`config.mk`:
```
export PLATFORM = sky130hd
export DESIGN_NAME = ssf_framer
export DESIGN_NICKNAME = d
export VERILOG_FILES = /design/src/design/ssf_pkg.sv /design/src/design/ssf_framer.sv
export VERILOG_INCLUDE_DIRS = /design/src /design/src/design
export SDC_FILE = /design/constraint.sdc
export NUM_CORES = 1
export LEC_CHECK = 0
export ABC_AREA = 1
export BUFFER_PORTS_ARGS = -buffer_cell sky130_fd_sc_hd__buf_4
export CAP_MARGIN = 25
export CORE_ASPECT_RATIO = 1.4
export CORE_MARGIN = 10
export CORE_UTILIZATION = 60
export CTS_CLUSTER_DIAMETER = 150
export DETAILED_ROUTE_END_ITERATION = 12
export PLACE_DENSITY = 0.8
export SLEW_MARGIN = 20
export SYNTH_ARGS = -nofsm -noshare
export SYNTH_HDL_FRONTEND = slang
export SYNTH_SLANG_ARGS = --single-unit
```
`constraint.sdc`:
```
create_clock -name i_ref_clk -period 8 [get_ports i_ref_clk]
set_input_delay 2.4 -clock i_ref_clk [delete_from_list [all_inputs] [get_ports i_ref_clk]]
set_output_delay 2.4 -clock i_ref_clk [all_outputs]
set_load 0.005 [all_outputs]
```
`src/design/ssf_defines.svh`:
```
`ifndef SSF_DEFINES_SVH
`define SSF_DEFINES_SVH
// What this block does
// - Receive into a full buffer overwrites newest entry, status marked overrun.
// - Overrun flag rises once the overwriting character sits in the buffer.
// - Reception continues after overrun; flag clears only by writing one or reset.
// - Underrun: shifter and buffer empty, no end command; byte mode then idles.
// - Idle sends mark when idle select is 0, else repeats the idle pattern.
// - Byte-mode underrun sends CRC first only if starve control and CRC enable.
// - Leaving underrun idle needs the starve flag cleared and new data written.
// - Underrun sets starve flag and drops ready; clears by writing one or reset.
// - Message ends on end command, or on underrun with starve control set.
// - At message end append CRC when enabled, then idle; else idle directly.
// - Byte mode receiver never detects a message end.
// - HDLC data fields go out LSB first, the FCS MSB first.
// - No residual frames sent; received residual bits left-justified, marked.
// - HDLC frame boundaries come only from the flag 01111110.
// - Transmitter inserts a zero after five ones inside the frame.
// - Receiver drops a zero after five ones; six or more ones mean flag or abort.
// - Resets or transmit reset put HDLC transmitter in disable: mark, not ready.
// - Enable moves disable to idle; data written in idle starts opening flag.
// - One opening flag, then buffered characters, then FCS when enabled.
// - Frames end with a closing flag unless aborted; frames split by closing and opening flag.
// - Abort sends nine ones and then moves on.
// - HDLC underrun with starve control aborts then idles; else closes normally.
// - Transmit CRC covers field bits before zero insertion.

// ----------------------------------------------------------------
// Register offsets
// ----------------------------------------------------------------
`define SSF_OFF_CTRL    8'h00
`define SSF_OFF_MODE    8'h04
`define SSF_OFF_CMD     8'h08
`define SSF_OFF_IDLE    8'h0c
`define SSF_OFF_SYNC    8'h10
`define SSF_OFF_TXDATA  8'h14
`define SSF_OFF_ST0     8'h18
`define SSF_OFF_ST1     8'h1c
`define SSF_OFF_ST2     8'h20
`define SSF_OFF_RXDATA  8'h24

// ----------------------------------------------------------------
// Field positions and reset values
// ----------------------------------------------------------------
`define SSF_CTRL_IDLE_SEL 0
`define SSF_CTRL_STARVE   1
`define SSF_MODE_PROTO_LO 0
`define SSF_MODE_PROTO_HI 2
`define SSF_MODE_CRC_EN   3
`define SSF_PROTO_BIT     3'h2
`define SSF_CMD_TX_RST    0
`define SSF_CMD_TX_EN     1
`define SSF_CMD_EOM       2
`define SSF_CMD_CH_RST    3
`define SSF_ST0_TX_READY  0
`define SSF_ST0_RX_AVAIL  1
`define SSF_ST1_STARVE    0
`define SSF_ST2_OVERFLOW  0
`define SSF_RXD_OVR       8
`define SSF_RXD_EOF       9
`define SSF_RXD_RESIDUAL_BITS_FLAG      10
`define SSF_RXD_VALID     31
`define SSF_CTRL_RST      2'h0
`define SSF_MODE_RST      4'h0
`define SSF_IDLE_RST      8'hff
`define SSF_SYNC_RST      8'h96

// ----------------------------------------------------------------
// Line patterns and counts
// ----------------------------------------------------------------
`define SSF_FLAG          8'h7e
`define SSF_ABORT         16'h01ff
`define SSF_ABORT_LEN     5'h09
`define SSF_BYTE_LEN      5'h08
`define SSF_FCS_LEN       5'h10
`define SSF_CRC_INIT      16'hffff
`define SSF_CRC_POLY      16'h1021
`define SSF_STUFF_RUN     3'h5
`define SSF_FLAG_RUN      3'h6
`endif

```
`src/design/ssf_pkg.sv`:
```
package ssf_pkg;
  typedef enum logic [2:0] {
    SSF_TX_DIS, SSF_TX_IDLE, SSF_TX_SYN, SSF_TX_OFLAG,
    SSF_TX_CHAR, SSF_TX_FCS, SSF_TX_CFLAG, SSF_TX_ABORT
  } ssf_tx_state_e;
  typedef enum logic {SSF_RX_HUNT, SSF_RX_DATA} ssf_rx_state_e;
  typedef logic [2:0] ssf_rx_stat_t;  // {residual, end of frame, overrun}
endpackage : ssf_pkg

```
`src/design/ssf_framer.sv`:
```
`timescale 1ns/1ps
`include "ssf_defines.svh"
module ssf_framer #(
  parameter int BIT_DIV  = 8,
  parameter int RX_DEPTH = 4
) (
  input  wire logic        i_ref_clk,
  input  wire logic        i_reset,
  input  wire logic        i_psel,
  input  wire logic        i_penable,
  input  wire logic        i_pwrite,
  input  wire logic [7:0]  i_paddr,
  input  wire logic [31:0] i_pwdata,
  output logic      [31:0] o_prdata,
  output logic             o_pready,
  output logic             o_pslverr,
  input  wire logic        i_rxd,
  output logic             o_txd
);
  localparam int PW = $clog2(RX_DEPTH);
  initial
  begin
    if (BIT_DIV < 2 || RX_DEPTH < 2 || (1 << PW) != RX_DEPTH)
      $error("ssf_framer: BIT_DIV must be >= 2, RX_DEPTH a power of two >= 2");
  end

  // ----------------------------------------------------------------
  // Helpers
  // ----------------------------------------------------------------
  function automatic logic [15:0] crc_bit(input logic [15:0] c, input logic b);
    logic fb;
    fb = c[15] ^ b;
    crc_bit = {c[14:0], 1'b0} ^ (fb ? `SSF_CRC_POLY : 16'h0000);
  endfunction : crc_bit

  function automatic logic [15:0] rev16(input logic [15:0] v);
    rev16 = '0;
    for (int k = 0; k < 16; k++) rev16[k] = v[15 - k];
  endfunction : rev16

  // ----------------------------------------------------------------
  // APB decode and registers
  // ----------------------------------------------------------------
  logic [1:0]  ctrl_reg;
  logic [3:0]  mode_reg;
  logic [7:0]  idle_pattern_reg;
  logic [7:0]  sync_reg;
  logic        tx_starve_flag;
  logic        rx_overflow_flag;
  logic        tx_ready_flag;
  logic        apb_wr;
  logic        apb_rd;
  logic        mapped;
  logic        hdlc;
  logic        crc_en;
  logic        cmd_wr;
  logic        tx_rst;
  logic        ch_rst;
  logic        tx_en;
  logic        eom_cmd;
  logic        txd_wr;
  logic        rx_pop;
  logic        ovr_set;
  logic [31:0] rd_mux;
  logic [7:0]  fifo_d [RX_DEPTH];
  ssf_pkg::ssf_rx_stat_t fifo_s [RX_DEPTH];
  logic [PW-1:0] rp;
  logic [PW-1:0] wp;
  logic [PW:0]   fcnt;
  ssf_pkg::ssf_tx_state_e tx_state_reg;
  ssf_pkg::ssf_tx_state_e tx_next;
  logic        tbuf_full;

  assign apb_wr   = i_psel && i_penable && i_pwrite;
  assign apb_rd   = i_psel && i_penable && !i_pwrite;
  assign hdlc     = mode_reg[`SSF_MODE_PROTO_HI:`SSF_MODE_PROTO_LO] == `SSF_PROTO_BIT;
  assign crc_en   = mode_reg[`SSF_MODE_CRC_EN];
  assign cmd_wr   = apb_wr && i_paddr == `SSF_OFF_CMD;
  assign ch_rst   = cmd_wr && i_pwdata[`SSF_CMD_CH_RST];
  assign tx_rst   = ch_rst || (cmd_wr && i_pwdata[`SSF_CMD_TX_RST]);
  assign tx_en    = cmd_wr && i_pwdata[`SSF_CMD_TX_EN];
  assign eom_cmd  = cmd_wr && i_pwdata[`SSF_CMD_EOM];
  assign txd_wr   = apb_wr && i_paddr == `SSF_OFF_TXDATA;
  assign rx_pop   = apb_rd && i_paddr == `SSF_OFF_RXDATA && fcnt != '0;
  assign o_pready = 1'b1;
  assign o_pslverr = i_psel && i_penable && !mapped;

  // Not ready while disabled, full, or starved so stale data cannot start a frame
  assign tx_ready_flag = tx_state_reg != ssf_pkg::SSF_TX_DIS && !tbuf_full && !tx_starve_flag;

  // Read mux; data is latched in the setup cycle so the access phase needs no wait
  always_comb
  begin
    mapped = 1'b1;
    rd_mux = '0;
    case (i_paddr)
      `SSF_OFF_CTRL:   rd_mux[1:0] = ctrl_reg;
      `SSF_OFF_MODE:   rd_mux[3:0] = mode_reg;
      `SSF_OFF_CMD:    rd_mux = '0;
      `SSF_OFF_IDLE:   rd_mux[7:0] = idle_pattern_reg;
      `SSF_OFF_SYNC:   rd_mux[7:0] = sync_reg;
      `SSF_OFF_TXDATA: rd_mux = '0;
      `SSF_OFF_ST0:
      begin
        rd_mux[`SSF_ST0_TX_READY] = tx_ready_flag;
        rd_mux[`SSF_ST0_RX_AVAIL] = fcnt != '0;
      end
      `SSF_OFF_ST1:    rd_mux[`SSF_ST1_STARVE] = tx_starve_flag;
      `SSF_OFF_ST2:    rd_mux[`SSF_ST2_OVERFLOW] = rx_overflow_flag;
      `SSF_OFF_RXDATA:
      begin
        rd_mux[7:0] = fifo_d[rp];
        rd_mux[`SSF_RXD_RESIDUAL_BITS_FLAG:`SSF_RXD_OVR] = fifo_s[rp];
        rd_mux[`SSF_RXD_VALID] = fcnt != '0;
      end
      default:         mapped = 1'b0;
    endcase
  end

  // Read data register
  always_ff @(posedge i_ref_clk)
  begin
    if (i_reset)
      o_prdata <= '0;
    else if (i_psel && !i_penable)
      o_prdata <= rd_mux;
  end

  // Control registers
  always_ff @(posedge i_ref_clk)
  begin
    if (i_reset)
    begin
      ctrl_reg         <= `SSF_CTRL_RST;
      mode_reg         <= `SSF_MODE_RST;
      idle_pattern_reg <= `SSF_IDLE_RST;
      sync_reg         <= `SSF_SYNC_RST;
    end
    else if (apb_wr)
    begin
      case (i_paddr)
        `SSF_OFF_CTRL: ctrl_reg <= i_pwdata[1:0];
        `SSF_OFF_MODE: mode_reg <= i_pwdata[3:0];
        `SSF_OFF_IDLE: idle_pattern_reg <= i_pwdata[7:0];
        `SSF_OFF_SYNC: sync_reg <= i_pwdata[7:0];
        default: ;
      endcase
    end
  end

  // ----------------------------------------------------------------
  // Bit rate enable
  // ----------------------------------------------------------------
  logic [15:0] div_cnt;
  logic        tick;
  assign tick = div_cnt == 16'(BIT_DIV - 1);
  always_ff @(posedge i_ref_clk)
  begin
    if (i_reset || tick)
      div_cnt <= '0;
    else
      div_cnt <= div_cnt + 16'h0001;
  end

  // ----------------------------------------------------------------
  // Transmit buffer and flags
  // ----------------------------------------------------------------
  logic [7:0]  tbuf;
  logic        tbuf_last;
  logic        eom_arm;
  logic        take;
  logic        unit_end;
  logic        underrun;
  logic        cur_last;

  // One-deep buffer; a write is refused while full or disabled
  always_ff @(posedge i_ref_clk)
  begin
    if (i_reset || tx_rst)
    begin
      tbuf_full <= 1'b0;
      tbuf_last <= 1'b0;
      tbuf      <= '0;
      eom_arm   <= 1'b0;
    end
    else
    begin
      if (eom_cmd)
        eom_arm <= 1'b1;
      if (take)
        tbuf_full <= 1'b0;
      else if (txd_wr && !tbuf_full && tx_state_reg != ssf_pkg::SSF_TX_DIS)
      begin
        tbuf      <= i_pwdata[7:0];
        tbuf_full <= 1'b1;
        tbuf_last <= eom_arm || eom_cmd;
        eom_arm   <= 1'b0;
      end
    end
  end

  // Starve flag: set wins over the write-one clear
  always_ff @(posedge i_ref_clk)
  begin
    if (i_reset || ch_rst)
      tx_starve_flag <= 1'b0;
    else if (underrun)
      tx_starve_flag <= 1'b1;
    else if (apb_wr && i_paddr == `SSF_OFF_ST1 && i_pwdata[`SSF_ST1_STARVE])
      tx_starve_flag <= 1'b0;
  end

  // ----------------------------------------------------------------
  // Transmit sequencer
  // ----------------------------------------------------------------
  logic [15:0] sh;
  logic [4:0]  cnt;
  logic [2:0]  ones;
  logic [15:0] crc;
  logic [15:0] crc_nx;
  logic        stuffing;
  logic        go;

  assign stuffing = ones == `SSF_STUFF_RUN;
  assign unit_end = tick && !stuffing && cnt == 5'h01 && tx_state_reg != ssf_pkg::SSF_TX_DIS;
  assign underrun = unit_end && tx_state_reg == ssf_pkg::SSF_TX_CHAR && !cur_last && !tbuf_full;
  assign go       = tbuf_full && !tx_starve_flag;
  assign take     = unit_end && tx_next == ssf_pkg::SSF_TX_CHAR;
  assign crc_nx   = crc_bit(crc, sh[0]);

  // Decision taken at the last bit of each unit on the line
  always_comb
  begin
    tx_next = tx_state_reg;
    case (tx_state_reg)
      ssf_pkg::SSF_TX_IDLE, ssf_pkg::SSF_TX_CFLAG, ssf_pkg::SSF_TX_ABORT:
        tx_next = go ? (hdlc ? ssf_pkg::SSF_TX_OFLAG : ssf_pkg::SSF_TX_SYN)
                     : ssf_pkg::SSF_TX_IDLE;
      ssf_pkg::SSF_TX_SYN, ssf_pkg::SSF_TX_OFLAG:
        tx_next = ssf_pkg::SSF_TX_CHAR;
      ssf_pkg::SSF_TX_CHAR:
        if (cur_last)
          tx_next = crc_en ? ssf_pkg::SSF_TX_FCS
                  : (hdlc ? ssf_pkg::SSF_TX_CFLAG : ssf_pkg::SSF_TX_IDLE);
        else if (tbuf_full)
          tx_next = ssf_pkg::SSF_TX_CHAR;
        else if (!hdlc)
          tx_next = (ctrl_reg[`SSF_CTRL_STARVE] && crc_en) ? ssf_pkg::SSF_TX_FCS
                  : ssf_pkg::SSF_TX_IDLE;
        else if (ctrl_reg[`SSF_CTRL_STARVE])
          tx_next = ssf_pkg::SSF_TX_ABORT;
        else
          tx_next = crc_en ? ssf_pkg::SSF_TX_FCS : ssf_pkg::SSF_TX_CFLAG;
      ssf_pkg::SSF_TX_FCS:
        tx_next = hdlc ? ssf_pkg::SSF_TX_CFLAG : ssf_pkg::SSF_TX_IDLE;
      default:
        tx_next = ssf_pkg::SSF_TX_DIS;
    endcase
  end

  // Shifter sends LSB first; the FCS is loaded reversed so it leaves MSB first
  always_ff @(posedge i_ref_clk)
  begin
    if (i_reset || tx_rst)
    begin
      tx_state_reg <= ssf_pkg::SSF_TX_DIS;
      sh           <= '0;
      cnt          <= '0;
      ones         <= '0;
      o_txd        <= 1'b1;
      cur_last     <= 1'b0;
      crc          <= `SSF_CRC_INIT;
    end
    else if (tx_state_reg == ssf_pkg::SSF_TX_DIS)
    begin
      o_txd <= 1'b1;
      if (tx_en)
      begin
        tx_state_reg <= ssf_pkg::SSF_TX_IDLE;
        sh  <= {8'h00, ctrl_reg[`SSF_CTRL_IDLE_SEL] ? idle_pattern_reg : 8'hff};
        cnt <= `SSF_BYTE_LEN;
      end
    end
    else if (tick)
    begin
      if (stuffing)
      begin
        o_txd <= 1'b0;
        ones  <= '0;
      end
      else
      begin
        o_txd <= sh[0];
        sh    <= sh >> 1;
        cnt   <= cnt - 5'h01;
        // Count ones only inside frame fields; flags and abort are never stuffed
        ones  <= (hdlc && sh[0] && (tx_state_reg == ssf_pkg::SSF_TX_CHAR
                 || tx_state_reg == ssf_pkg::SSF_TX_FCS)) ? ones + 3'h1 : 3'h0;
        if (tx_state_reg == ssf_pkg::SSF_TX_CHAR)
          crc <= crc_nx;
        if (unit_end)
        begin
          tx_state_reg <= tx_next;
          case (tx_next)
            ssf_pkg::SSF_TX_IDLE:
            begin
              sh  <= {8'h00, ctrl_reg[`SSF_CTRL_IDLE_SEL] ? idle_pattern_reg : 8'hff};
              cnt <= `SSF_BYTE_LEN;
            end
            ssf_pkg::SSF_TX_SYN:
            begin
              sh  <= {8'h00, sync_reg};
              cnt <= `SSF_BYTE_LEN;
              crc <= `SSF_CRC_INIT;
            end
            ssf_pkg::SSF_TX_OFLAG, ssf_pkg::SSF_TX_CFLAG:
            begin
              sh  <= {8'h00, `SSF_FLAG};
              cnt <= `SSF_BYTE_LEN;
              if (tx_next == ssf_pkg::SSF_TX_OFLAG)
                crc <= `SSF_CRC_INIT;
            end
            ssf_pkg::SSF_TX_CHAR:
            begin
              sh       <= {8'h00, tbuf};
              cnt      <= `SSF_BYTE_LEN;
              cur_last <= tbuf_last;
            end
            ssf_pkg::SSF_TX_FCS:
            begin
              sh  <= rev16(crc_nx);
              cnt <= `SSF_FCS_LEN;
            end
            ssf_pkg::SSF_TX_ABORT:
            begin
              sh  <= `SSF_ABORT;
              cnt <= `SSF_ABORT_LEN;
            end
            default:
            begin
              sh  <= '0;
              cnt <= '0;
            end
          endcase
        end
      end
    end
  end

  // ----------------------------------------------------------------
  // Receive deframer
  // ----------------------------------------------------------------
  logic        rx_s1;
  logic        rx_s2;
  logic        b;
  ssf_pkg::ssf_rx_state_e rx_state_reg;
  logic [2:0]  rones;
  logic [6:0]  dl;
  logic [2:0]  dv;
  logic [7:0]  acc;
  logic [7:0]  win;
  logic [2:0]  nb;
  logic [7:0]  held;
  logic        held_v;
  logic        inframe;
  logic        res_pend;
  logic        pv;
  logic [7:0]  pd;
  ssf_pkg::ssf_rx_stat_t ps;

  // Line input crosses in through two flops
  always_ff @(posedge i_ref_clk)
  begin
    rx_s1 <= i_rxd;
    rx_s2 <= rx_s1;
  end
  assign b = rx_s2;

  // HDLC data is delayed seven bits so the leading part of a flag never reaches
  // the assembler; byte mode hunts the sync character and then never stops
  always_ff @(posedge i_ref_clk)
  begin
    pv <= 1'b0;
    if (i_reset || ch_rst)
    begin
      rx_state_reg <= ssf_pkg::SSF_RX_HUNT;
      {rones, dl, dv, acc, win, nb, held, held_v} <= '0;
      {inframe, res_pend, pd, ps} <= '0;
    end
    else if (res_pend)
    begin
      res_pend <= 1'b0;
      pv <= 1'b1;
      pd <= acc;
      ps <= 3'h6;
    end
    else if (tick && !hdlc)
    begin
      win <= {b, win[7:1]};
      if (rx_state_reg == ssf_pkg::SSF_RX_HUNT)
      begin
        nb <= '0;
        if ({b, win[7:1]} == sync_reg)
          rx_state_reg <= ssf_pkg::SSF_RX_DATA;
      end
      else
      begin
        acc <= {b, acc[7:1]};
        nb  <= nb + 3'h1;
        if (nb == 3'h7)
        begin
          pv <= 1'b1;
          pd <= {b, acc[7:1]};
          ps <= 3'h0;
        end
      end
    end
    else if (tick)
    begin
      rones <= b ? ((rones == 3'h7) ? rones : rones + 3'h1) : 3'h0;
      if (b && rones >= `SSF_FLAG_RUN)
      begin
        inframe <= 1'b0;
        held_v  <= 1'b0;
        dv      <= '0;
      end
      else if (!b && rones == `SSF_FLAG_RUN)
      begin
        // Closing flag: last whole byte ends the frame unless leftover bits follow it
        if (inframe && held_v)
        begin
          pv <= 1'b1;
          pd <= held;
          ps <= (nb == 3'h0) ? 3'h2 : 3'h0;
        end
        res_pend <= inframe && nb != 3'h0;
        inframe  <= 1'b1;
        held_v   <= 1'b0;
        dv       <= '0;
        nb       <= '0;
      end
      else if (!(!b && rones == `SSF_STUFF_RUN))
      begin
        dl <= {b, dl[6:1]};
        dv <= (dv == 3'h7) ? dv : dv + 3'h1;
        if (dv == 3'h7 && inframe)
        begin
          acc <= {dl[0], acc[7:1]};
          nb  <= nb + 3'h1;
          if (nb == 3'h7)
          begin
            held   <= {dl[0], acc[7:1]};
            held_v <= 1'b1;
            pv     <= held_v;
            pd     <= held;
            ps     <= 3'h0;
          end
        end
      end
    end
  end

  // ----------------------------------------------------------------
  // Receive buffer with status FIFO
  // ----------------------------------------------------------------
  logic full;
  assign full    = fcnt == (PW+1)'(RX_DEPTH);
  assign ovr_set = pv && full && !rx_pop;

  always_ff @(posedge i_ref_clk)
  begin
    if (i_reset || ch_rst)
    begin
      rp   <= '0;
      wp   <= '0;
      fcnt <= '0;
    end
    else
    begin
      if (ovr_set)
      begin
        fifo_d[wp - PW'(1)] <= pd;
        fifo_s[wp - PW'(1)] <= {ps[2:1], 1'b1};
      end
      else if (pv)
      begin
        fifo_d[wp] <= pd;
        fifo_s[wp] <= ps;
        wp <= wp + PW'(1);
      end
      if (rx_pop)
        rp <= rp + PW'(1);
      fcnt <= fcnt + (PW+1)'(pv && !ovr_set) - (PW+1)'(rx_pop);
    end
  end

  // Overflow flag: set wins over the write-one clear
  always_ff @(posedge i_ref_clk)
  begin
    if (i_reset || ch_rst)
      rx_overflow_flag <= 1'b0;
    else if (ovr_set)
      rx_overflow_flag <= 1'b1;
    else if (apb_wr && i_paddr == `SSF_OFF_ST2 && i_pwdata[`SSF_ST2_OVERFLOW])
      rx_overflow_flag <= 1'b0;
  end
endmodule : ssf_framer

```
==> results of run 1 <==
[cells by family after synthesis]
group | after synthesis | share of synthesized area
fa+ha+maj | 16 | 0.0201
compound gates | 350 | 0.188
xor+xnor | 12 | 0.0102
flops | 218 | 0.465
other cells | 2 | 0.000727
buf+inv | 196 | 0.0833
simple gates | 524 | 0.233
[worst max-delay path by stage]
stage                from        end
2_1_floorplan  i_paddr[1]  o_pslverr
3_3_place_gp   i_paddr[1]  o_pslverr
3_5_place_dp   i_paddr[1]  o_pslverr
4_1_cts        i_paddr[1]  o_pslverr
5_1_grt        i_paddr[7]  o_pslverr
6_report       i_paddr[1]  o_pslverr
[Yosys cell counts, types with 12 or more instances]
master,count
a21oi_1,146
buf_4,25
clkbuf_1,30
dfxtp_1,174
edfxtp_1,44
ha_1,15
inv_1,113
nand2_1,240
nand3_1,57
nand4_1,31
nor2_1,127
nor2_2,12
nor3_1,15
o211ai_1,15
o21ai_0,125
o22ai_1,15
[cell type report]
cell class              instances  area, sq um  share of cell area
well taps                     203          254              0.0225
clock inverters                 9         91.3             0.00808
multi-input cells             923         4740               0.419
clock buffers                  30          632              0.0559
flip-flops and latches        218         4800               0.425
inverters                     129          489              0.0433
repair buffers                 40          300              0.0265
[metrics by stage]
step           std cells   util  area, sq um  setup slack (ns)
2_1_floorplan       1337      -        10400              2.30
3_3_place_gp        1512  0.629        10600              1.91
3_5_place_dp        1512  0.629        10600              1.89
4_1_cts             1551  0.672        11300              1.88
5_1_grt             1552  0.673        11300              1.72
6_report            1552  0.673        11300              1.87
[routing by layer]
layer / vias up / track usage / routed length, um
li1: 4457 / - / -
met1: 4213 / 0.242 / 9750
met2: 265 / 0.405 / 13600
met3: 88 / 0.0274 / 1240
met4: 0 / 0.113 / 1240
met5: - / 0 / 0
[power by group through the flow]
stage	registers, mW	logic (mW)	clock network, mW
finish	1.12	0.0562	1.02
global route	1.12	0.0613	1.07
CTS	1.12	0.0553	1.03
detailed placement	1.15	0.0549	0
global placement	1.15	0.0544	0
floorplan	1.15	0.0393	0
==> flow_summary.json, run 1 <==
{
  "track_usage": 0.222,
  "crit_path_top_delay_cell": "or2_4",
  "fin_nets": 1396,
  "drt_wl_total_mm": 25.8,
  "die_x_um": 131,
  "fillers": 1420,
  "start_util": 0.615,
  "whs_path_depth": 0,
  "path_depth": 9,
  "slowest_delay_ns": 0.27,
  "post_cts_buffers": 0,
  "cts_tree": "built",
  "fp.dieH_um": 175,
  "drive_above_1_share": 0.109,
  "boundaryPins": 81,
  "grt_max_degree": 42,
  "critical-path-top-delay-family": "simple AND/OR/NAND/NOR gates",
  "path_cells": "buf_4 > or2_4 > nor3_4 > inv_1 > nor2_1 > inv_1 > nand4_1 > nor4_1 > buf_4",
  "area_delta_synth_final_pct": 9.46,
  "syn-cell-area_sq_um": 10300,
  "antenna_found_initial": 0,
  "wl_per_cell_um": 16.6,
  "finalHoldViolations": 0,
  "rsz0062_at_grt": "false",
  "min_from": "rx_s1$_DFF_P_",
  "reg2reg_to": "cnt[4]$_SDFFE_PP0P_",
  "synthArstFlopShare": 0,
  "switching_share": 0.212,
  "synth_top_area_frac": 0.337,
  "r2r_start": "div_cnt[0]$_SDFF_PP0_",
  "syn_inst": 1318,
  "ys.flop_type": "dfxtp_1",
  "avgSynthCellArea_sq_um": 7.84,
  "diodes": 0,
  "worst_pin_slew_ns": 1.01,
  "final_common_cell": "nand2_1",
  "internal_power_mw": 1.73,
  "largest_register_ffs": 32,
  "rows": 56,
  "seq_area_frac_synth": 0.465,
  "maxCapViolations": 0,
  "dieArea_sq_um": 22900,
  "fin_hold_ws_ns": 0.325,
  "hold_path_class": "flip-flop to flip-flop",
  "firstDrtPassIters": 5,
  "drc": 0,
  "yosys_warnings": 0,
  "core_area_sq_um": 16800,
  "timing.final.crit_share": 0.767,
  "p_sw_mw": 0.466,
  "path_max_fanout": 5,
  "largest-register": "fifo_d",
  "clockRootBuffer": "clkbuf_16",
  "dp_hpwl_mm": 18.4,
  "grt_overflow": 0,
  "finalSetupViolCount": 0,
  "hold_buffers": 0,
  "start_kind": "input pin",
  "skew_ns": 0.0113,
  "p_leak_nw": 4.60,
  "crit_type": "input pin to primary output",
  "reg2reg_slack_ns": 5.14,
  "num_vias": 9023,
  "yosysUniqueCellTypes": 52,
  "outcome": "finished, final reports clean",
  "cp_num_buf_inv": 4,
  "final.min_clock_period_ns": 6.13,
  "synth_edf_count": 44,
  "worstPathArrival_ns": 3.73,
  "peakVddDrop_uv": 192,
  "tns_ns": 0,
  "port-buffer-count": 35,
  "viasPerCell": 5.81,
  "crit_required_ns": 5.60,
  "gp_congestion": 0.915,
  "final_cell_mix": "nand2_1, dfxtp_1, a21oi_1, nor2_1, o21ai_0",
  "drv_slew": 0,
  "max_slew_margin": 0.327,
  "drt_iter0_drc": 720,
  "synth.largest_area_cell": "dfxtp_1",
  "power.share.sequential": 0.512,
  "clkPwrFrac": 0.463,
  "grt_pass1_wl_mm": 41.8,
  "p_total_mw": 2.19,
  "end_kind": "primary output",
  "cts_resized": 0,
  "hold_end": "b$_DFF_P_",
  "worst_r2r_path_depth": 12,
  "grt_pass1_vias": 8680,
  "clock-sinks": 218,
  "fmax_ghz": 0.163,
  "clk_pin_slew_ns": 0.06,
  "power_density_nw_per_um2": 194,
  "cts_buffers": 22,
  "clock_latency_ns": 0.51,
  "cts-htree-levels": 1,
  "clock_path_buffers": 3,
  "antenna_left": 0,
  "synth.area.top_cells": "dfxtp_1, edfxtp_1, nand2_1",
  "synth-seq-cells": 218,
  "p_comb_frac": 0.026
}
Power figures use the tool's default switching activity.
==> run 2: changes to the inputs <==
--- a/config.mk
+++ b/config.mk
@@ -11,10 +11,10 @@
 export CAP_MARGIN = 25
 export CORE_ASPECT_RATIO = 1.4
 export CORE_MARGIN = 10
-export CORE_UTILIZATION = 60
+export CORE_UTILIZATION = 54
 export CTS_CLUSTER_DIAMETER = 150
 export DETAILED_ROUTE_END_ITERATION = 12
-export PLACE_DENSITY = 0.8
+export PLACE_DENSITY = 0.76
 export SLEW_MARGIN = 20
 export SYNTH_ARGS = -nofsm -noshare
 export SYNTH_HDL_FRONTEND = slang
==> constraint.sdc (replaced) <==
create_clock -name i_ref_clk -period 5.6 [get_ports i_ref_clk]
set_input_delay 1.68 -clock i_ref_clk [delete_from_list [all_inputs] [get_ports i_ref_clk]]
set_output_delay 1.68 -clock i_ref_clk [all_outputs]
set_load 0.005 [all_outputs]
==> flow_summary.json, run 2 (synthesis gave the netlist of run 1 again) <==
{
  "final.min_clock_period_ns": 4.67,
  "drive_above_1_share": 0.109,
  "cts_tree": "built",
  "dp_hpwl_mm": 18.6,
  "finalHoldViolations": 0,
  "boundaryPins": 81,
  "gp_congestion": 0.955,
  "final_cell_mix": "nand2_1, dfxtp_1, a21oi_1, nor2_1, o21ai_0",
  "r2r_start": "div_cnt[0]$_SDFF_PP0_",
  "outcome": "finished, final reports clean",
  "grt_overflow": 0,
  "internal_power_mw": 2.52,
  "p_sw_mw": 0.668,
  "cp-startpoint": "i_paddr[1]",
  "rsz0062_at_grt": "false",
  "final_cell_area_sq_um": 11400,
  "crit_required_ns": 3.92,
  "drc": 0,
  "critical-path-top-delay-family": "simple AND/OR/NAND/NOR gates",
  "crit_path_top_delay_cell": "or2_4",
  "worst_pin_slew_ns": 0.812,
  "switching_share": 0.210,
  "fin_nets": 1398,
  "wl_per_cell_um": 16.2,
  "p_leak_nw": 4.63,
  "crit_path_end": "o_pslverr",
  "maxCapViolations": 0,
  "num_vias": 9000,
  "fp.dieH_um": 184,
  "slowest_delay_ns": 0.27,
  "clock_latency_ns": 0.50,
  "clockRootBuffer": "clkbuf_16",
  "hold_buffers": 0,
  "core_area_sq_um": 18700,
  "tns_ns": 0,
  "cts-htree-levels": 1,
  "max_slew_margin": 0.457,
  "port-buffer-count": 35,
  "diodes": 0,
  "clkPwrFrac": 0.471,
  "path_depth": 9,
  "largest_register_ffs": 32,
  "clock_path_buffers": 3,
  "reg2reg_slack_ns": 2.69,
  "antenna_left": 0,
  "timing.final.crit_share": 0.835,
  "grt_max_degree": 42,
  "power.share.sequential": 0.503,
  "cts_resized": 0,
  "peakVddDrop_uv": 191,
  "cts_buffers": 22,
  "dieArea_sq_um": 25100,
  "skew_ns": 0.00598,
  "firstDrtPassIters": 5,
  "path_cells": "buf_4 > or2_4 > nor3_4 > inv_1 > nor2_1 > inv_1 > nand4_1 > nor4_1 > buf_4",
  "grt_pass1_vias": 8647,
  "track_usage": 0.203,
  "worstPathArrival_ns": 2.99,
  "clk_pin_slew_ns": 0.06,
  "start_kind": "input pin",
  "die_x_um": 137,
  "largest-register": "fifo_d",
  "min_from": "rx_s1$_DFF_P_",
  "power_density_nw_per_um2": 280,
  "reg2reg_to": "cnt[0]$_SDFFE_PP0P_",
  "post_cts_buffers": 0,
  "antenna_found_initial": 0,
  "path_max_fanout": 5,
  "drv_slew": 0,
  "viasPerCell": 5.64,
  "clock-sinks": 218,
  "start_util": 0.553,
  "drt_iter0_drc": 640,
  "crit_type": "input pin to primary output",
  "finalSetupViolCount": 0,
  "p_comb_frac": 0.025,
  "final_common_cell": "nand2_1",
  "cp_num_buf_inv": 4,
  "place_area_sq_um": 10700,
  "hold_path_class": "flip-flop to flip-flop",
  "area_delta_synth_final_pct": 10.2,
  "fmax_ghz": 0.214,
  "worst_r2r_path_depth": 12,
  "drt_wl_total_mm": 25.8,
  "rows": 59,
  "end_kind": "primary output",
  "grt_pass1_wl_mm": 42.0
}
[run 2: cell type report]
type                    count  area (sq um)
multi-input cells         923          4740
clock inverters            12           143
well taps                 244           305
fillers                  1672          7290
inverters                 129           489
repair buffers             42           315
flip-flops and latches    218          4800
clock buffers              28           594
[run 2: through the flow]
stage,utilization,hold WS [ns],power [mW],setup WS (ns),cells
2_1_floorplan,-,0.310,1.69,1.34,1337
3_3_place_gp,0.570,0.312,1.72,0.942,1556
3_5_place_dp,0.570,0.318,1.72,0.936,1556
4_1_cts,0.610,0.332,3.21,0.935,1596
5_1_grt,0.610,0.345,3.28,0.807,1596
6_report,0.610,0.328,3.18,0.926,1596
[run 2: worst min-delay path by stage]
stage	to	slack, ns	depth (start not counted)
finish	b$_DFF_P_	0.33	0
global route	b$_DFF_P_	0.35	0
CTS	b$_DFF_P_	0.33	0
detailed placement	b$_DFF_P_	0.32	0
global placement	b$_DFF_P_	0.31	0
floorplan	b$_DFF_P_	0.31	0
[run 2: power groups by stage]
stage	combinational [mW]	clock [mW]	sequential, mW
after floorplan	0.0561	0	1.64
after detailed placement	0.0791	0	1.64
after global routing	0.0893	1.59	1.60
after CTS	0.0794	1.53	1.60
final	0.0808	1.50	1.60
after global placement	0.0783	0	1.64
[run 2: routing by layer]
| layer | track usage | routed length (um) | vias up |
|---|---|---|---|
| met2 | 0.376 | 13700 | 256 |
| li1 | - | - | 4458 |
| met4 | 0.0926 | 933 | 0 |
| met5 | 0 | 0 | - |
| met3 | 0.0282 | 1260 | 59 |
| met1 | 0.220 | 9910 | 4227 |
